<file path="config.mk">
export PLATFORM = sky130hd
export DESIGN_NAME = light_sensor_core
export DESIGN_NICKNAME = d
export VERILOG_FILES = /design/src/include/light_pkg.sv /design/src/hdl/conv_timer.sv /design/src/hdl/light_sensor_core.sv /design/src/hdl/limit_compare.sv
export SDC_FILE = /design/constraint.sdc
export NUM_CORES = 1
export LEC_CHECK = 0
export BUFFER_PORTS_ARGS = -buffer_cell sky130_fd_sc_hd__buf_2
export CAP_MARGIN = 10
export CORE_MARGIN = 2
export CORE_UTILIZATION = 55
export DETAILED_ROUTE_END_ITERATION = 12
export PLACE_DENSITY = 0.73
export RECOVER_POWER = 25
export SLEW_MARGIN = 10
export SYNTH_ARGS = -nofsm -noshare
export SYNTH_HDL_FRONTEND = slang
export SYNTH_HIERARCHICAL = 1
export SYNTH_SLANG_ARGS = --single-unit
</file>
<file path="constraint.sdc">
create_clock -name ref_clk -period 15.9 [get_ports ref_clk]
set_clock_uncertainty 0.2 [all_clocks]
set_input_delay 2.385 -clock ref_clk [delete_from_list [all_inputs] [get_ports ref_clk]]
set_output_delay 2.385 -clock ref_clk [all_outputs]
set_load 0.01 [all_outputs]
</file>
<file path="src/include/light_pkg.sv">
// constants, types and register map of the light result and threshold block
//
// Contract
// RL1: a conversion select field of codes 0 to 11 picks 0.6, 1, 1.8, 3.4, 6.5, 12.7, 25, 50, 100, 200, 400 or 800 ms.
// RL2: the period runs from measurement start, as the mode sets it, until the result is written to the result registers.
// RL3: every result is a 4-bit scale exponent with a 20-bit linear fraction proportional to the light in that range.
// RL4: the reported exponent is the range really used, whether chosen automatically or set by hand.
// RL5: the upper result register holds the top 12 fraction bits and the lower one the bottom 8 bits.
// RL6: the linear light value is the fraction shifted left by the exponent, up to 28 bits for exponent 8.
// RL7: each of the high and low limits is a 12-bit significand with a 4-bit exponent.
// RL8: a limit is expanded for comparison by shifting its significand left by 8 plus its exponent.
// RL9: after every conversion the linear value is compared with both limits to find high or low fault events.
// RL10: the high and low flags set only once the persistence count of consecutive fault events is reached.
// RL11: valid fraction bits grow from 9 at code 0 to 20 at code 11, and unused low bits read as zero.
// RL12: the weight of one step of the linear value is the same for every conversion period.
// RL13: range values 0 to 8 fix the full-scale range and value 12 selects the range automatically.
// RL14: in automatic range an overflowing measurement is dropped, the range stepped up if below maximum, and retaken.
// RL15: the persistence setting maps to counts 1, 2, 4 and 8, so setting 2 needs four faults in a row.
// RL16: a high fault is a linear value above the high limit and a low fault one below the low limit.
// RL17: the period is counted on the block clock with a terminal count per select code.
package light_pkg;
  // clock and conversion timing
  localparam int unsigned CLK_MHZ = 250;
  localparam int unsigned TENTH_MS_CYCLES = CLK_MHZ * 100;
  localparam int unsigned NUM_CODES = 12;
  localparam logic [3:0] MAX_CODE = 4'hB;
  // periods in tenths of a millisecond, code 0 first
  localparam logic [13:0] PERIOD_TENTHS [NUM_CODES] = '{
    14'h0006, 14'h000A, 14'h0012, 14'h0022, 14'h0041, 14'h007F,
    14'h00FA, 14'h01F4, 14'h03E8, 14'h07D0, 14'h0FA0, 14'h1F40};
  // data widths
  localparam int unsigned FRAC_W = 20;
  localparam int unsigned LIN_W = 28;
  localparam int unsigned CMP_W = 36;
  localparam logic [3:0] MIN_DROP = 4'hB; // low bits dropped at code 0
  localparam logic [3:0] RANGE_MAX = 4'h8;
  localparam logic [3:0] RANGE_AUTO = 4'hC;
  localparam logic [5:0] LIMIT_PAD = 6'h08;
  // register byte offsets
  localparam logic [4:0] OFS_CONFIG = 5'h00;
  localparam logic [4:0] OFS_RES_HI = 5'h04;
  localparam logic [4:0] OFS_RES_LO = 5'h08;
  localparam logic [4:0] OFS_LIM_HI = 5'h0C;
  localparam logic [4:0] OFS_LIM_LO = 5'h10;
  localparam logic [4:0] OFS_STATUS = 5'h14;
  localparam logic [4:0] OFS_IRQ_STAT = 5'h18;
  localparam logic [4:0] OFS_IRQ_MASK = 5'h1C;
  // config fields
  localparam int unsigned CFG_CONV_LSB = 0;
  localparam int unsigned CFG_RANGE_LSB = 4;
  localparam int unsigned CFG_PERSIST_LSB = 8;
  localparam int unsigned CFG_MODE_LSB = 10;
  localparam logic [11:0] CFG_RESET = 12'h0C8;
  localparam logic [15:0] LIM_HI_RESET = 16'hBFFF;
  localparam logic [15:0] LIM_LO_RESET = 16'h0000;
  // modes
  localparam logic [1:0] MODE_OFF = 2'h0;
  localparam logic [1:0] MODE_ONESHOT = 2'h1;
  // interrupt bits
  localparam int unsigned IRQ_DONE = 0;
  localparam int unsigned IRQ_HIGH = 1;
  localparam int unsigned IRQ_LOW = 2;
  localparam int unsigned IRQ_W = 3;

  typedef enum logic [2:0] {
    ST_IDLE = 3'b001,
    ST_CONV = 3'b010,
    ST_STORE = 3'b100
  } state_e;

  typedef struct packed {
    logic [3:0] exponent;
    logic [11:0] significand;
  } limit_s;

  typedef struct packed {
    logic overflow;
    logic [19:0] code;
  } sample_s;
endpackage

</file>
<file path="src/hdl/conv_timer.sv">
// conversion period counter
`timescale 1ns/1ns
`default_nettype none
module conv_timer #(
  parameter int unsigned TENTH_CYCLES = light_pkg::TENTH_MS_CYCLES
) (
  input wire logic ref_clk,
  input wire logic resetn,
  input wire logic ce,
  input wire logic start,
  input wire logic [3:0] convSel,
  output logic busy,
  output logic done
);
  logic [31:0] count;
  logic [31:0] terminal;
  logic [3:0] code;

  // codes above the last one run the longest period
  assign code = (convSel > light_pkg::MAX_CODE) ?
    light_pkg::MAX_CODE : convSel; // RL1
  assign done = busy && (count == terminal - 32'h1);

  // count cycles from start to the terminal of the latched code
  always_ff @(posedge ref_clk or negedge resetn) begin
    if (!resetn) begin
      busy <= 1'b0;
      count <= 32'h0;
      terminal <= 32'h1;
    end else if (ce) begin
      if (start) begin
        busy <= 1'b1;
        count <= 32'h0;
        terminal <= 32'(light_pkg::PERIOD_TENTHS[code]) *
          32'(TENTH_CYCLES); // RL17
      end else if (done) begin
        busy <= 1'b0;
      end else if (busy) begin
        count <= count + 32'h1;
      end
    end
  end
endmodule
`default_nettype wire

</file>
<file path="src/hdl/light_sensor_core.sv">
// light conversion timing, result packing, limits and register slave
`timescale 1ns/1ns
`default_nettype none
module light_sensor_core #(
  parameter int unsigned TENTH_CYCLES = light_pkg::TENTH_MS_CYCLES
) (
  input wire logic ref_clk,
  input wire logic resetn,
  input wire logic ce,
  input wire logic [4:0] avsAddress,
  input wire logic avsRead,
  input wire logic avsWrite,
  input wire logic [31:0] avsWriteData,
  output logic [31:0] avsReadData,
  output logic avsWaitRequest,
  input wire light_pkg::sample_s sample,
  output logic [3:0] gainRange,
  output logic measActive,
  output logic irq
);
  localparam int unsigned IRQ_BITS = light_pkg::IRQ_W;

  light_pkg::state_e state;
  logic [11:0] config_;
  logic [15:0] limHighReg;
  logic [15:0] limLowReg;
  logic [15:0] resHigh;
  logic [7:0] resLow;
  logic [IRQ_BITS-1:0] irqStatus;
  logic [IRQ_BITS-1:0] irqMask;
  logic ack;
  logic [3:0] curRange;
  logic [3:0] autoRange;
  logic [3:0] highRun;
  logic [3:0] lowRun;
  logic flagHigh;
  logic flagLow;
  logic [19:0] capFrac;
  logic [3:0] capCode;
  logic timerBusy;
  logic timerDone;
  logic timerStart;
  logic retake;
  logic faultHigh;
  logic faultLow;
  logic storeNow;
  logic wrHit;
  logic rdHit;
  logic [3:0] next_highRun;
  logic [3:0] next_lowRun;
  logic next_flagHigh;
  logic next_flagLow;
  logic [3:0] convSel;
  logic [3:0] rangeSel;
  logic [1:0] persist;
  logic [1:0] mode;
  logic autoMode;
  logic [3:0] needCount;

  // consecutive faults needed for each persistence setting
  function automatic logic [3:0] persistCount(input logic [1:0] setting);
    persistCount = 4'(4'h1 << setting); // RL15
  endfunction

  // fixed range from the select field, values above 8 held at maximum
  function automatic logic [3:0] fixedRange(input logic [3:0] sel);
    fixedRange = (sel > light_pkg::RANGE_MAX) ?
      light_pkg::RANGE_MAX : sel; // RL13
  endfunction

  // keep only the bits that the conversion period resolves
  function automatic logic [19:0] keepValid(input logic [19:0] frac,
                                            input logic [3:0] code);
    logic [3:0] drop;
    logic [19:0] mask;
    drop = (code > light_pkg::MAX_CODE) ? 4'h0 :
      light_pkg::MIN_DROP - code;
    mask = ~((20'h1 << drop) - 20'h1);
    keepValid = frac & mask; // RL11
  endfunction

  // word index decode, unused; read and write compare the full address
  function automatic logic [3:0] regIndex(input logic [4:0] addr);
    regIndex = {1'b0, addr[4:2]};
  endfunction

  // config fields
  assign convSel = config_[light_pkg::CFG_CONV_LSB +: 4];
  assign rangeSel = config_[light_pkg::CFG_RANGE_LSB +: 4];
  assign persist = config_[light_pkg::CFG_PERSIST_LSB +: 2];
  assign mode = config_[light_pkg::CFG_MODE_LSB +: 2];
  assign autoMode = rangeSel == light_pkg::RANGE_AUTO; // RL13
  assign needCount = persistCount(persist);

  // bus handshake: one wait cycle on every access
  assign avsWaitRequest = (avsRead || avsWrite) && !ack;
  assign wrHit = avsWrite && ack && ce;
  assign rdHit = avsRead && !ack && ce;

  // conversion control terms
  assign retake = sample.overflow && autoMode &&
    (curRange < light_pkg::RANGE_MAX); // RL14
  assign timerStart = ce && (((state == light_pkg::ST_IDLE) &&
    (mode != light_pkg::MODE_OFF)) ||
    ((state == light_pkg::ST_CONV) && timerDone && retake)); // RL2
  assign storeNow = ce && (state == light_pkg::ST_STORE);
  assign gainRange = curRange;
  assign measActive = state != light_pkg::ST_IDLE;
  assign irq = |(irqStatus & irqMask);

  conv_timer #(
    .TENTH_CYCLES(TENTH_CYCLES)
  ) timer (
    .ref_clk(ref_clk),
    .resetn(resetn),
    .ce(ce),
    .start(timerStart),
    .convSel(convSel),
    .busy(timerBusy),
    .done(timerDone)
  );

  limit_compare compare (
    .fraction(capFrac),
    .exponent(curRange),
    .limHigh(light_pkg::limit_s'(limHighReg)),
    .limLow(light_pkg::limit_s'(limLowReg)),
    .faultHigh(faultHigh),
    .faultLow(faultLow)
  );

  // run counters and flags for the result being stored
  always_comb begin
    next_highRun = faultHigh ?
      ((highRun == 4'h8) ? highRun : highRun + 4'h1) : 4'h0;
    next_lowRun = faultLow ?
      ((lowRun == 4'h8) ? lowRun : lowRun + 4'h1) : 4'h0;
    next_flagHigh = next_highRun >= needCount; // RL10
    next_flagLow = next_lowRun >= needCount; // RL10
  end

  // bus acknowledge toggles once per request
  always_ff @(posedge ref_clk or negedge resetn) begin
    if (!resetn) begin
      ack <= 1'b0;
    end else if (ce) begin
      ack <= (avsRead || avsWrite) && !ack;
    end
  end

  // read data latched in the wait cycle
  always_ff @(posedge ref_clk or negedge resetn) begin
    if (!resetn) begin
      avsReadData <= 32'h0;
    end else if (rdHit) begin
      if (avsAddress == light_pkg::OFS_CONFIG) begin
        avsReadData <= 32'(config_);
      end else if (avsAddress == light_pkg::OFS_RES_HI) begin
        avsReadData <= 32'(resHigh); // RL5
      end else if (avsAddress == light_pkg::OFS_RES_LO) begin
        avsReadData <= 32'(resLow); // RL5
      end else if (avsAddress == light_pkg::OFS_LIM_HI) begin
        avsReadData <= 32'(limHighReg);
      end else if (avsAddress == light_pkg::OFS_LIM_LO) begin
        avsReadData <= 32'(limLowReg);
      end else if (avsAddress == light_pkg::OFS_STATUS) begin
        avsReadData <= 32'({autoRange, curRange, timerBusy,
          measActive, flagLow, flagHigh});
      end else if (avsAddress == light_pkg::OFS_IRQ_STAT) begin
        avsReadData <= 32'(irqStatus);
      end else if (avsAddress == light_pkg::OFS_IRQ_MASK) begin
        avsReadData <= 32'(irqMask);
      end else begin
        avsReadData <= 32'h0; // unmapped reads as zero
      end
    end
  end

  // configuration, one-shot mode cleared by hardware after the store
  always_ff @(posedge ref_clk or negedge resetn) begin
    if (!resetn) begin
      config_ <= light_pkg::CFG_RESET;
    end else if (wrHit && (avsAddress == light_pkg::OFS_CONFIG)) begin
      config_ <= avsWriteData[11:0];
    end else if (storeNow && (mode == light_pkg::MODE_ONESHOT)) begin
      config_[light_pkg::CFG_MODE_LSB +: 2] <= light_pkg::MODE_OFF;
    end
  end

  // limit registers
  always_ff @(posedge ref_clk or negedge resetn) begin
    if (!resetn) begin
      limHighReg <= light_pkg::LIM_HI_RESET;
      limLowReg <= light_pkg::LIM_LO_RESET;
    end else if (wrHit) begin
      if (avsAddress == light_pkg::OFS_LIM_HI) begin
        limHighReg <= avsWriteData[15:0]; // RL7
      end else if (avsAddress == light_pkg::OFS_LIM_LO) begin
        limLowReg <= avsWriteData[15:0]; // RL7
      end
    end
  end

  // interrupt mask
  always_ff @(posedge ref_clk or negedge resetn) begin
    if (!resetn) begin
      irqMask <= '0;
    end else if (wrHit && (avsAddress == light_pkg::OFS_IRQ_MASK)) begin
      irqMask <= avsWriteData[IRQ_BITS-1:0];
    end
  end

  // sticky interrupt status, a new event wins over a write of one
  always_ff @(posedge ref_clk or negedge resetn) begin
    if (!resetn) begin
      irqStatus <= '0;
    end else if (ce) begin
      for (int i = 0; i < IRQ_BITS; i++) begin
        if (wrHit && (avsAddress == light_pkg::OFS_IRQ_STAT) &&
            avsWriteData[i]) begin
          irqStatus[i] <= 1'b0;
        end
      end
      if (storeNow) begin
        irqStatus[light_pkg::IRQ_DONE] <= 1'b1;
        if (next_flagHigh && !flagHigh) begin
          irqStatus[light_pkg::IRQ_HIGH] <= 1'b1;
        end
        if (next_flagLow && !flagLow) begin
          irqStatus[light_pkg::IRQ_LOW] <= 1'b1;
        end
      end
    end
  end

  // measurement sequence
  always_ff @(posedge ref_clk or negedge resetn) begin
    if (!resetn) begin
      state <= light_pkg::ST_IDLE;
    end else if (ce) begin
      case (state)
        light_pkg::ST_IDLE: begin
          if (timerStart) begin
            state <= light_pkg::ST_CONV;
          end
        end
        light_pkg::ST_CONV: begin
          if (timerDone && !retake) begin
            state <= light_pkg::ST_STORE; // RL14
          end
        end
        light_pkg::ST_STORE: begin
          state <= light_pkg::ST_IDLE;
        end
        default: begin
          state <= light_pkg::ST_IDLE;
        end
      endcase
    end
  end

  // range used by the running measurement
  always_ff @(posedge ref_clk or negedge resetn) begin
    if (!resetn) begin
      curRange <= 4'h0;
    end else if (ce) begin
      if ((state == light_pkg::ST_IDLE) && timerStart) begin
        curRange <= autoMode ? autoRange : fixedRange(rangeSel); // RL4
      end else if ((state == light_pkg::ST_CONV) && timerDone &&
                   retake) begin
        curRange <= curRange + 4'h1; // RL14
      end
    end
  end

  // automatic range carried to the next measurement
  always_ff @(posedge ref_clk or negedge resetn) begin
    if (!resetn) begin
      autoRange <= light_pkg::RANGE_MAX;
    end else if (ce) begin
      if (!autoMode) begin
        autoRange <= fixedRange(rangeSel);
      end else if (storeNow) begin
        if ((capFrac[19:18] == 2'h0) && (curRange != 4'h0)) begin
          autoRange <= curRange - 4'h1; // low side, step down
        end else if ((capFrac[19:18] == 2'h3) &&
                     (curRange < light_pkg::RANGE_MAX)) begin
          autoRange <= curRange + 4'h1; // high side, step up
        end else begin
          autoRange <= curRange;
        end
      end
    end
  end

  // capture the front-end code at the end of the period; the code is
  // latched at start so the mask matches the period really timed
  always_ff @(posedge ref_clk or negedge resetn) begin
    if (!resetn) begin
      capFrac <= 20'h0;
      capCode <= 4'h0;
    end else if (ce) begin
      if (timerStart && (state == light_pkg::ST_IDLE)) begin
        capCode <= convSel;
      end
      if ((state == light_pkg::ST_CONV) && timerDone && !retake) begin
        capFrac <= keepValid(sample.overflow ? 20'hFFFFF : sample.code,
          capCode); // RL3 RL11
      end
    end
  end

  // result registers written at the end of the conversion
  always_ff @(posedge ref_clk or negedge resetn) begin
    if (!resetn) begin
      resHigh <= 16'h0;
      resLow <= 8'h0;
    end else if (storeNow) begin
      resHigh <= {curRange, capFrac[19:8]}; // RL2 RL3 RL4 RL5
      resLow <= capFrac[7:0]; // RL5
    end
  end

  // fault runs and flags after each stored result
  always_ff @(posedge ref_clk or negedge resetn) begin
    if (!resetn) begin
      highRun <= 4'h0;
      lowRun <= 4'h0;
      flagHigh <= 1'b0;
      flagLow <= 1'b0;
    end else if (storeNow) begin
      highRun <= next_highRun; // RL9
      lowRun <= next_lowRun; // RL9
      flagHigh <= next_flagHigh; // RL10
      flagLow <= next_flagLow; // RL10
    end
  end
endmodule
`default_nettype wire

</file>
<file path="src/hdl/limit_compare.sv">
// expansion of both limits and fault comparison
`timescale 1ns/1ns
`default_nettype none
module limit_compare (
  input wire logic [19:0] fraction,
  input wire logic [3:0] exponent,
  input wire light_pkg::limit_s limHigh,
  input wire light_pkg::limit_s limLow,
  output logic faultHigh,
  output logic faultLow
);
  logic [35:0] linear;
  logic [35:0] highLin;
  logic [35:0] lowLin;

  // linear value and zero-padded limits on one wide scale
  assign linear = 36'(fraction) << exponent; // RL6 RL12
  assign highLin = 36'(limHigh.significand) <<
    (light_pkg::LIMIT_PAD + 6'(limHigh.exponent)); // RL7 RL8
  assign lowLin = 36'(limLow.significand) <<
    (light_pkg::LIMIT_PAD + 6'(limLow.exponent)); // RL8
  assign faultHigh = linear > highLin; // RL16
  assign faultLow = linear < lowLin; // RL16
endmodule
`default_nettype wire

</file>
Word level (Yosys, flattened, before mapping):

Memory sizes are Yosys's and may differ from the RTL's.
Index checks and enable logic that the tools add are counted.

* register bits after elaboration: 212
* output and inout port bits: 39
* memories: 1
* bits of input ports: 63
* memory bits (read-only): 224
* logic and storage cells: 170

Memory list
* (name not given): words 16, width 14, read ports 1, clocked after Yosys merged registers in 0, wr ports 0, line conv_timer.sv:34 `terminal <= 32'(light_pkg::PERIOD_TENTHS[code]) *`

* bitwise operators: 5
* $lt $le $gt $ge: 9
* $add $sub $neg: 10
* $mul: 1
* mux-type cells: 41
* reduce and logical (&&, ||, !) cells: 54
* shift operators: 5
* equal/unequal tests: 21

Operators with widths (count)
* $mux 32: 4
* $shl 12x6->36: 2
* $mux 16: 4
* $mux 4: 14
* $gt 36x36->1: 1
* $lt 36x36->1: 1
* $shl 20x4->36: 1
* $add 32x1->32 const B: 1
* $eq 32x32->1: 1
* $sub 29x1->30 const B: 1
* $mux 14: 2
* $logic_and 1x1->1: 27
* $mul 14x12->26 const B: 1
* $and 20x20->20: 1
* $eq 5x5->1 const B: 4
* $mux 20: 1
* $not 20->20: 1
* $shl 1x4->20 const A: 1
* $sub 20x1->20 const B: 1
* $reduce_and 2->1: 8
* $mux 3: 5
* $add 4x1->4 const B: 3
* $eq 4x4->1 const B: 3
* $gt 4x4->1 const B: 3
* other kinds (32): 55

Longest topological paths before layout:

Gate-level depths: netlist (run 1).

* word-level depth: 10
* gate-level depth with buffers: 24
* depth with buffers taken out: 23

Modules after synthesis:

Netlist (run 1), hierarchy kept.

By module, submodules not included
* light_sensor_core: area an instance 7110.6 um^2, sequential area each 3428.3 um^2, instances 1, cells an instance 703
* conv_timer: area an instance 6865.3 um^2, sequential area each 1502.7 um^2, instances 1, cells an instance 801
* limit_compare: area an instance 3646.0 um^2, sequential area each 0.0 um^2, instances 1, cells an instance 510

Worst setup path after synthesis (run 1):

Ideal clock, no wire load.

* kind: flip-flop to flip-flop
* start point: register config_[3]
* end point: register timer.terminal[28]
* period minus slack after synthesis: 5880 ps
* arrival: 5553 ps
* buffers on the path: 1
* cell stages (with the launch flop): 23
* setup slack: 10020 ps
* setup time: 127 ps
* data required time: 15573 ps
* cells stage by stage: dfstp_2 > clkbuf_1 > a21oi_1 > ha_1 > nand2_1 > o21ai_0 > o21ai_0 > ha_1 > ha_1 > xor2_1 > ha_1 > a31o_2 > fa_1 > fa_1 > ha_1 > a21o_1 > a21oi_1 > nor3b_1 > a21oi_1 > a311oi_1 > a211oi_1 > mux2i_1 > nand3_1

* cells in the longest elaborated chain, start to end: 7

Ends and longest elaborated chain
* from (decl): line light_sensor_core.sv:24 `logic [11:0] config_;`
* from (signal assigned): line light_sensor_core.sv:182 `config_ <= light_pkg::CFG_RESET;`
* from (signal assigned): line light_sensor_core.sv:184 `config_ <= avsWriteData[11:0];`
* from (signal, indexed assignment): line light_sensor_core.sv:186 `config_[light_pkg::CFG_MODE_LSB +: 2] <= light_pkg::MODE_OFF;`
* $gt 4x4->1: line conv_timer.sv:20 `assign code = (convSel > light_pkg::MAX_CODE) ?`
* $mux 4 (*): line conv_timer.sv:20
* $not 4->5 (not written as such) (*): line conv_timer.sv:34
* $mem_v2 16x14 (*)
* $mux 14 (not written as such) (*) (2 in series): line conv_timer.sv:34
* $mul 14x12->26 (*): line conv_timer.sv:34
* to (signal assigned): line conv_timer.sv:34
* to (decl): line conv_timer.sv:16 `logic [31:0] terminal;`

Mark *: on every way between the ends. The rest lies on a longest branch, timed or not. The select of a mux whose other input is x is not followed.
A chain may end at the register's enable or synchronous reset.

==> impl_metrics.xml, run 1 <==
<?xml version="1.0" encoding="UTF-8"?>
<metrics>
  <group name="timing">
    <metric name="max_freq" unit="MHz">120</metric>
    <metric name="grt_setup_unrepaired" unit="">no</metric>
    <metric name="fin_setup_tns" unit="ns">0</metric>
    <metric name="holdWs" unit="ns">0.276</metric>
    <metric name="final_hold_viol_count" unit="">0</metric>
    <metric name="period_minus_slack" unit="ns">8.35</metric>
    <metric name="timing.max_slew.rel_slack" unit="">-1.77</metric>
    <metric name="slew_violations" unit="">136</metric>
    <metric name="worst-slew-pin-transition" unit="ns">4.16</metric>
    <metric name="post-route-period-util" unit="">0.525</metric>
    <metric name="setup_violations" unit="">0</metric>
  </group>
  <group name="global_route">
    <metric name="grt.total_usage" unit="">0.284</metric>
    <metric name="maximum_number_of_pins_on_one_net_before_global_route_repair" unit="">77</metric>
    <metric name="globalRouteOverflowTotal" unit="">0</metric>
    <metric name="antenna_found_initial" unit="">0</metric>
    <metric name="grt_first_pass_wirelength" unit="µm">76200</metric>
    <metric name="grt_pass1_vias" unit="">14677</metric>
  </group>
  <group name="drt">
    <metric name="routed_wl_met3" unit="µm">2250</metric>
    <metric name="met1_length" unit="µm">20000</metric>
    <metric name="wl" unit="µm">46500</metric>
    <metric name="highest-signal-layer" unit="">met4</metric>
    <metric name="vias_per_cell" unit="">6.16</metric>
    <metric name="vias" unit="">15058</metric>
    <metric name="post_drt_wl_per_cell" unit="µm">19.0</metric>
    <metric name="detail_route.iter0.violations" unit="">951</metric>
    <metric name="remaining_drc_errors" unit="">0</metric>
    <metric name="met2RoutedLength" unit="µm">22800</metric>
    <metric name="antenna_violating_nets_post_route" unit="">0</metric>
    <metric name="first_pass_iters" unit="">6</metric>
  </group>
  <group name="critical_path">
    <metric name="worstRegToRegCells" unit="">21</metric>
    <metric name="cp.required" unit="ns">16.17</metric>
    <metric name="timing_worst_setup_path_type" unit="">input port to async pin</metric>
    <metric name="worstSetupStartpoint" unit="">resetn</metric>
    <metric name="regToRegEndpoint" unit="">timer/terminal[28]$_DFFE_PN0P_</metric>
    <metric name="setup.worst_path.start_class" unit="">input port</metric>
    <metric name="setup.worst_path.end_class" unit="">async pin</metric>
    <metric name="crit_end" unit="">capFrac[4]$_DFFE_PN0P_</metric>
    <metric name="critical_path.max_fanout" unit="">76</metric>
    <metric name="r2r_start" unit="">config_[3]$_DFFE_PN1P_</metric>
    <metric name="reg_to_reg_setup_timing_slack" unit="ns">9.10</metric>
    <metric name="crit_arrival" unit="ns">8.62</metric>
  </group>
  <group name="die">
    <metric name="pin_count" unit="">102</metric>
    <metric name="core_area" unit="mm²">0.0316</metric>
    <metric name="std_cell_rows" unit="">65</metric>
    <metric name="initial_utilization" unit="">0.558</metric>
    <metric name="die_outline_area" unit="mm²">0.0335</metric>
    <metric name="die_boundary_width" unit="µm">183</metric>
    <metric name="die_span_in_y" unit="µm">183</metric>
  </group>
  <group name="clocking">
    <metric name="longest_clk_path_bufs" unit="">2</metric>
    <metric name="path_clk_slew" unit="ns">0.08</metric>
    <metric name="postCtsSetupRepairBufs" unit="">0</metric>
    <metric name="htree_num_levels" unit="">4</metric>
    <metric name="clock_latency" unit="ns">0.45</metric>
    <metric name="numClockSinks" unit="">196</metric>
    <metric name="cts_tree" unit="">built</metric>
    <metric name="holdBufCountCts" unit="">0</metric>
    <metric name="cts_repair_resize_count" unit="">0</metric>
    <metric name="cts_root_buf" unit="">clkbuf_16</metric>
    <metric name="cts-buffers-inserted" unit="">17</metric>
  </group>
  <group name="yosys">
    <metric name="ys_seq_elements" unit="">196</metric>
    <metric name="synth_area" unit="mm²">0.0176</metric>
    <metric name="yosysSeqAreaShare" unit="">0.280</metric>
    <metric name="synthAdderAreaFrac" unit="">0.161</metric>
    <metric name="synthesis.area_per_instance" unit="µm²">8.75</metric>
    <metric name="gate_count_post_synth" unit="">2014</metric>
    <metric name="yosys.cell_types.count" unit="">87</metric>
    <metric name="ys.flop_type" unit="">dfrtp_1</metric>
    <metric name="synth_warnings" unit="">6</metric>
    <metric name="largest_family_of_logic_cells_by_synthesized_area" unit="">simple AND/OR/NAND/NOR gates</metric>
    <metric name="synth_compound_gate_area_share" unit="">0.164</metric>
    <metric name="post_synth_mux_area_share" unit="">0.112</metric>
    <metric name="synth-simple-area-share" unit="">0.194</metric>
    <metric name="synth_async_sr_flop_share" unit="">1.00</metric>
    <metric name="number_of_enable_flip_flop_cells_after_synthesis" unit="">0</metric>
    <metric name="xor_xnor_fraction_of_synth_area" unit="">0.0303</metric>
  </group>
  <group name="placement">
    <metric name="dp_cells" unit="">2413</metric>
    <metric name="port_buffers" unit="">69</metric>
    <metric name="place_congestion" unit="">0.941</metric>
    <metric name="placement.cell_area" unit="mm²">0.0181</metric>
    <metric name="dpl.hpwl" unit="µm">35800</metric>
  </group>
  <group name="final_layout">
    <metric name="syn2layout_area_growth" unit="%">6.17</metric>
    <metric name="layout.core_utilization" unit="">0.593</metric>
    <metric name="final_area" unit="mm²">0.0187</metric>
    <metric name="finalNonFillerCells" unit="">2445</metric>
    <metric name="layout.nets" unit="">2303</metric>
    <metric name="fillers" unit="">2822</metric>
    <metric name="post_route_cells_drive_above_1_share" unit="">0.118</metric>
    <metric name="antenna_cells_inserted" unit="">0</metric>
  </group>
  <group name="pwr">
    <metric name="powerDensity" unit="mW/mm²">120</metric>
    <metric name="vdd_ir_drop_max" unit="mV">0.0970</metric>
    <metric name="p_leak" unit="µW">0.00868</metric>
  </group>
  <group name="run_status">
    <metric name="violations_in_the_final_reports" unit="">max-capacitance violations, max-slew violations</metric>
    <metric name="outcome" unit="">complete, but fails checks</metric>
  </group>
  <group name="flow_run">
    <metric name="maxcap_viol_count" unit="">2</metric>
  </group>
  <group name="hold_path">
    <metric name="hp-class" unit="">register to register</metric>
  </group>
</metrics>
==> cells in the mapped netlist, types with 27 or more instances <==
cell      instances  area, µm²
mux2_2           65        732
a21o_1           27        203
mux2i_1         104       1040
nor3_1           28        140
inv_1           117        439
o21ai_0         151        756
nand3_1          43        215
nand2b_1         29        181
nand4_1          30        188
nand2_1         233        875
or3_1            28        175
a21oi_1         126        631
xnor2_1          35        307
clkbuf_1         58        218
ha_1            182       2280
fa_1             28        561
dfrtp_1         175       4380
nor2_1          115        432
==> registers in the layout, summed over array words and instances, names as in the netlist <==
register,count
autoRange,4
avsReadData,16
gainRange,4
flagHigh,1
flagLow,1
timer/terminal,27
irqMask,3
lowRun,4
state,3
config_,12
limHighReg,16
ack,1
capFrac,20
resLow,8
highRun,4
limLowReg,16
irqStatus,3
timer/busy,1
capCode,4
timer/count,32
resHigh,16
==> area by class of cell <==
type / instances / area [µm²] / area share
timing repair buffer: 84 / 452 / 0.0241
clock inverter: 15 / 164 / 0.00876
sequential: 196 / 4930 / 0.264
multi-input combinational: 1614 / 11800 / 0.630
tap: 402 / 503 / 0.0269
inverter: 117 / 439 / 0.0235
clock buffer: 17 / 425 / 0.0227
==> worst max-delay path, stage by stage <==
cell	delay (ns)
clkbuf_1	2.85
clkbuf_1	2.30
buf_4	0.94
==> metal layers <==
layer  global-route usage  vias up
li1                     -     7234
met1                0.365     7293
met2                0.496      437
met3               0.0367       94
met4               0.0938        0
met5                    0        -
==> logic make-up (layout without fill, tap and decap cells) <==
| group | after synthesis | in the layout |
|---|---|---|
| buffers and inverters | 230 | 233 |
| AND/OR/NAND/NOR | 662 | 662 |
| XOR/XNOR | 61 | 61 |
| adder cells (fa/ha/maj) | 210 | 210 |
| multiplexers | 183 | 183 |
| other | 3 | 29 |
| flip-flops | 196 | 196 |
| AO/OA/AOI/OAI | 469 | 469 |
==> cell usage in the layout (no fill, tap or decap), types with 14 or more instances in the layout <==
cell type,synthesis,layout
ha_1,182,182
or4_1,19,19
nand2_1,233,233
mux2i_1,104,104
o21ai_0,151,151
buf_2,18,67
nand2b_1,29,29
buf_4,18,14
xnor2_1,35,35
dfrtp_1,175,174
and2_1,16,16
nor3_1,28,28
conb_1,3,29
a211oi_1,18,18
a21oi_1,126,126
fa_1,28,28
xor2_1,26,26
clkbuf_16,0,17
a21o_1,27,27
nor2b_1,25,25
or3_1,28,28
inv_1,117,117
nor4_1,19,19
nand4_1,30,30
nand3_1,43,43
dfstp_2,21,21
mux2_2,65,65
nor2_1,115,115
o31ai_1,17,17
==> metrics by stage <==
stage | setup slack [ns] | power [µW]
floorplan | 10.02 | 1500
global placement | 9.29 | 1760
detailed placement | 9.17 | 1800
CTS | 9.14 | 2240
global route | 6.24 | 2430
finish | 7.55 | 2240
==> worst min path at each step <==
| stage | cells past startpoint | from | slack, ns | end |
|---|---|---|---|---|
| final | 2 | avsReadData[11]$_DFFE_PN0P_ | 0.28 | avsReadData[11]$_DFFE_PN0P_ |
| after global routing | 2 | autoRange[3]$_DFFE_PN1P_ | 0.30 | autoRange[3]$_DFFE_PN1P_ |
| after global placement | 2 | resHigh[2]$_DFFE_PN0P_ | 0.26 | resHigh[2]$_DFFE_PN0P_ |
| after detailed placement | 2 | resLow[4]$_DFFE_PN0P_ | 0.27 | resLow[4]$_DFFE_PN0P_ |
| after floorplan | 2 | autoRange[3]$_DFFE_PN1P_ | 0.24 | autoRange[3]$_DFFE_PN1P_ |
| after CTS | 2 | autoRange[3]$_DFFE_PN1P_ | 0.28 | autoRange[3]$_DFFE_PN1P_ |
==> power by group <==
group          leakage, µW  internal [µW]  switching (µW)
Clock             0.000280            211             226
Sequential         0.00253            562             116
Combinational      0.00587            464             658
Power figures use the tool's default switching activity.
==> run 2, diff against run 1 <==
- clock period: 15.9 -> 8.5 ns (I/O delays scaled with it)
==> impl_metrics.xml, run 2 (synthesis gave the netlist of run 1 again) <==
<?xml version="1.0" encoding="UTF-8"?>
<metrics>
  <group name="placement">
    <metric name="place_congestion" unit="">0.949</metric>
    <metric name="dpl.hpwl" unit="µm">36400</metric>
    <metric name="placement.cell_area" unit="mm²">0.0181</metric>
    <metric name="port_buffers" unit="">69</metric>
  </group>
  <group name="global_route">
    <metric name="grt.total_usage" unit="">0.287</metric>
    <metric name="grt_pass1_vias" unit="">14701</metric>
    <metric name="globalRouteOverflowTotal" unit="">0</metric>
    <metric name="antenna_found_initial" unit="">0</metric>
    <metric name="grt_first_pass_wirelength" unit="µm">77000</metric>
    <metric name="maximum_number_of_pins_on_one_net_before_global_route_repair" unit="">87</metric>
  </group>
  <group name="die">
    <metric name="die_span_in_y" unit="µm">183</metric>
    <metric name="die_outline_area" unit="mm²">0.0335</metric>
    <metric name="die_boundary_width" unit="µm">183</metric>
    <metric name="initial_utilization" unit="">0.558</metric>
    <metric name="pin_count" unit="">102</metric>
    <metric name="core_area" unit="mm²">0.0316</metric>
    <metric name="std_cell_rows" unit="">65</metric>
  </group>
  <group name="critical_path">
    <metric name="critical_path.max_fanout" unit="">23</metric>
    <metric name="critical_path.n_buffers_inverters" unit="">0</metric>
    <metric name="timing_worst_setup_path_type" unit="">register to register</metric>
    <metric name="timing.critical_path.slowest_stage_cell" unit="">dfstp_2</metric>
    <metric name="critical_path.top_delay_family" unit="">adder cells</metric>
    <metric name="setup.worst_path.start_class" unit="">register</metric>
    <metric name="worstRegToRegCells" unit="">21</metric>
    <metric name="max_stage_delay" unit="ns">0.84</metric>
    <metric name="r2r_start" unit="">config_[3]$_DFFE_PN1P_</metric>
    <metric name="crit_arrival" unit="ns">6.87</metric>
    <metric name="setup.worst_path.end_class" unit="">register</metric>
    <metric name="most_frequent_cp_cell" unit="">ha_1</metric>
    <metric name="regToRegEndpoint" unit="">timer/terminal[28]$_DFFE_PN0P_</metric>
    <metric name="reg_to_reg_setup_timing_slack" unit="ns">1.77</metric>
    <metric name="crit_path_cell_trace" unit="">a21oi_1 &gt; ha_1 &gt; nand2_1 &gt; o21ai_0 &gt; o21ai_0 &gt; ha_1 &gt; ha_1 &gt; xor2_1 &gt; ha_1 &gt; a31o_2 &gt; fa_1 &gt; fa_1 &gt; ha_1 &gt; a21o_1 &gt; a21oi_1 &gt; nor3b_1 &gt; a21oi_1 &gt; a311oi_1 &gt; a211oi_1 &gt; mux2i_1 &gt; nand3_1</metric>
    <metric name="cp.required" unit="ns">8.64</metric>
  </group>
  <group name="timing">
    <metric name="post-route-period-util" unit="">0.791</metric>
    <metric name="max_freq" unit="MHz">149</metric>
    <metric name="period_minus_slack" unit="ns">6.73</metric>
    <metric name="setup_violations" unit="">0</metric>
    <metric name="worst-slew-pin-transition" unit="ns">4.69</metric>
    <metric name="slew_violations" unit="">87</metric>
    <metric name="final_hold_viol_count" unit="">0</metric>
    <metric name="grt_setup_unrepaired" unit="">no</metric>
    <metric name="fin_setup_tns" unit="ns">0</metric>
    <metric name="holdWs" unit="ns">0.284</metric>
    <metric name="timing.max_slew.rel_slack" unit="">-2.13</metric>
  </group>
  <group name="pwr">
    <metric name="net_switching_power" unit="µW">1890</metric>
    <metric name="power_frac_seq" unit="">0.311</metric>
    <metric name="p_leak" unit="µW">0.00869</metric>
    <metric name="share_clk_of_total_power" unit="">0.202</metric>
    <metric name="p_sw_frac" unit="">0.447</metric>
    <metric name="power.share.combinational" unit="">0.488</metric>
    <metric name="p_total" unit="µW">4230</metric>
    <metric name="powerDensity" unit="mW/mm²">226</metric>
    <metric name="p_int" unit="µW">2340</metric>
    <metric name="vdd_ir_drop_max" unit="mV">0.176</metric>
  </group>
  <group name="clocking">
    <metric name="cts_root_buf" unit="">clkbuf_16</metric>
    <metric name="clock_latency" unit="ns">0.46</metric>
    <metric name="cts_repair_resize_count" unit="">0</metric>
    <metric name="cts_tree" unit="">built</metric>
    <metric name="numClockSinks" unit="">196</metric>
    <metric name="longest_clk_path_bufs" unit="">2</metric>
    <metric name="htree_num_levels" unit="">4</metric>
    <metric name="cts-buffers-inserted" unit="">17</metric>
    <metric name="postCtsSetupRepairBufs" unit="">0</metric>
    <metric name="holdBufCountCts" unit="">0</metric>
    <metric name="path_clk_slew" unit="ns">0.08</metric>
  </group>
  <group name="drt">
    <metric name="vias" unit="">15098</metric>
    <metric name="vias_per_cell" unit="">6.18</metric>
    <metric name="remaining_drc_errors" unit="">0</metric>
    <metric name="detail_route.iter0.violations" unit="">1204</metric>
    <metric name="post_drt_wl_per_cell" unit="µm">19.3</metric>
    <metric name="first_pass_iters" unit="">5</metric>
    <metric name="wl" unit="µm">47300</metric>
    <metric name="antenna_violating_nets_post_route" unit="">0</metric>
  </group>
  <group name="final_layout">
    <metric name="final_area" unit="mm²">0.0187</metric>
    <metric name="largest_register_ff_count" unit="">32</metric>
    <metric name="post_route_cells_drive_above_1_share" unit="">0.118</metric>
    <metric name="layout.core_utilization" unit="">0.593</metric>
    <metric name="layout_commonest_cell" unit="">nand2_1</metric>
    <metric name="antenna_cells_inserted" unit="">0</metric>
    <metric name="layout_top_registers" unit="">timer/count x32, timer/terminal x27, capFrac x20</metric>
    <metric name="layout.cells.most_common_list" unit="">nand2_1, ha_1, dfrtp_1</metric>
    <metric name="syn2layout_area_growth" unit="%">6.28</metric>
    <metric name="regMostFlops" unit="">timer/count</metric>
    <metric name="layout.nets" unit="">2302</metric>
  </group>
  <group name="hold_path">
    <metric name="hp-class" unit="">register to register</metric>
    <metric name="hold_sp" unit="">autoRange[3]$_DFFE_PN1P_</metric>
    <metric name="holdPathStages" unit="">2</metric>
    <metric name="worstHoldEndpoint" unit="">autoRange[3]$_DFFE_PN1P_</metric>
  </group>
  <group name="flow_run">
    <metric name="maxcap_viol_count" unit="">1</metric>
  </group>
  <group name="run_status">
    <metric name="outcome" unit="">complete, but fails checks</metric>
    <metric name="violations_in_the_final_reports" unit="">max-capacitance violations, max-slew violations</metric>
  </group>
</metrics>
-- run 2: cell types whose count changed in the layout (fill, tap and decap cells not counted), sizes merged --
cell	delta
bufinv	+1
clkbuf	-1
clkinv	+1
clkinvlp	-1
inv	-1
-- run 2: power by group through the flow --
stage,Clock (µW),Sequential (µW),Combinational [µW]
finish,854,1320,2060
global route,903,1340,2320
CTS,867,1310,2060
detailed placement,0,1330,2030
global placement,0,1320,1970
floorplan,0,1200,1620
-- run 2: how the worst max path moves through the flow --
stage                                start                             end  cells past startpoint  slack [ns]
floorplan           config_[3]$_DFFE_PN1P_  timer/terminal[28]$_DFFE_PN0P_                     22        2.62
global placement    config_[3]$_DFFE_PN1P_  timer/terminal[28]$_DFFE_PN0P_                     21        2.03
detailed placement  config_[3]$_DFFE_PN1P_  timer/terminal[28]$_DFFE_PN0P_                     21        1.86
CTS                 config_[3]$_DFFE_PN1P_  timer/terminal[28]$_DFFE_PN0P_                     21        1.83
global route        config_[3]$_DFFE_PN1P_  timer/terminal[26]$_DFFE_PN0P_                     23        1.44
finish              config_[3]$_DFFE_PN1P_  timer/terminal[28]$_DFFE_PN0P_                     21        1.77
-- run 2: routing by layer --
| layer | vias up | wire, µm | track usage |
|---|---|---|---|
| met5 | - | 0 | 0 |
| met1 | 7368 | 20300 | 0.373 |
| met2 | 423 | 23400 | 0.498 |
| li1 | 7225 | - | - |
| met3 | 82 | 2190 | 0.0363 |
| met4 | 0 | 1360 | 0.0915 |
-- run 2: cell type report --
| cell class | instances | area (µm²) |
|---|---|---|
| Clock buffer | 17 | 425 |
| Inverter | 117 | 439 |
| Fill cell | 2835 | 12800 |
| Clock inverter | 15 | 186 |
| Multi-Input combinational cell | 1614 | 11800 |
| Sequential cell | 196 | 4930 |
| Tap cell | 402 | 503 |
| Timing Repair Buffer | 83 | 448 |
-- run 2: stage by stage --
step                setup WS (ns)  cells
finish                       1.77   2444
global route                 1.44   2444
CTS                          1.83   2444
detailed placement           1.86   2412
global placement             2.03   2412
floorplan                    2.62   2040
-- run 2: worst reg2reg max path: stages, from the launching register on --
cell and delay (ns):
dfstp_2 0.84, a21oi_1 0.31, ha_1 0.38, nand2_1 0.07, o21ai_0 0.09, o21ai_0 0.56, ha_1 0.35, ha_1 0.33
xor2_1 0.17, ha_1 0.19, a31o_2 0.24, fa_1 0.51, fa_1 0.50, ha_1 0.37, a21o_1 0.22, a21oi_1 0.20
nor3b_1 0.08, a21oi_1 0.19, a311oi_1 0.19, a211oi_1 0.32, mux2i_1 0.22, nand3_1 0.09
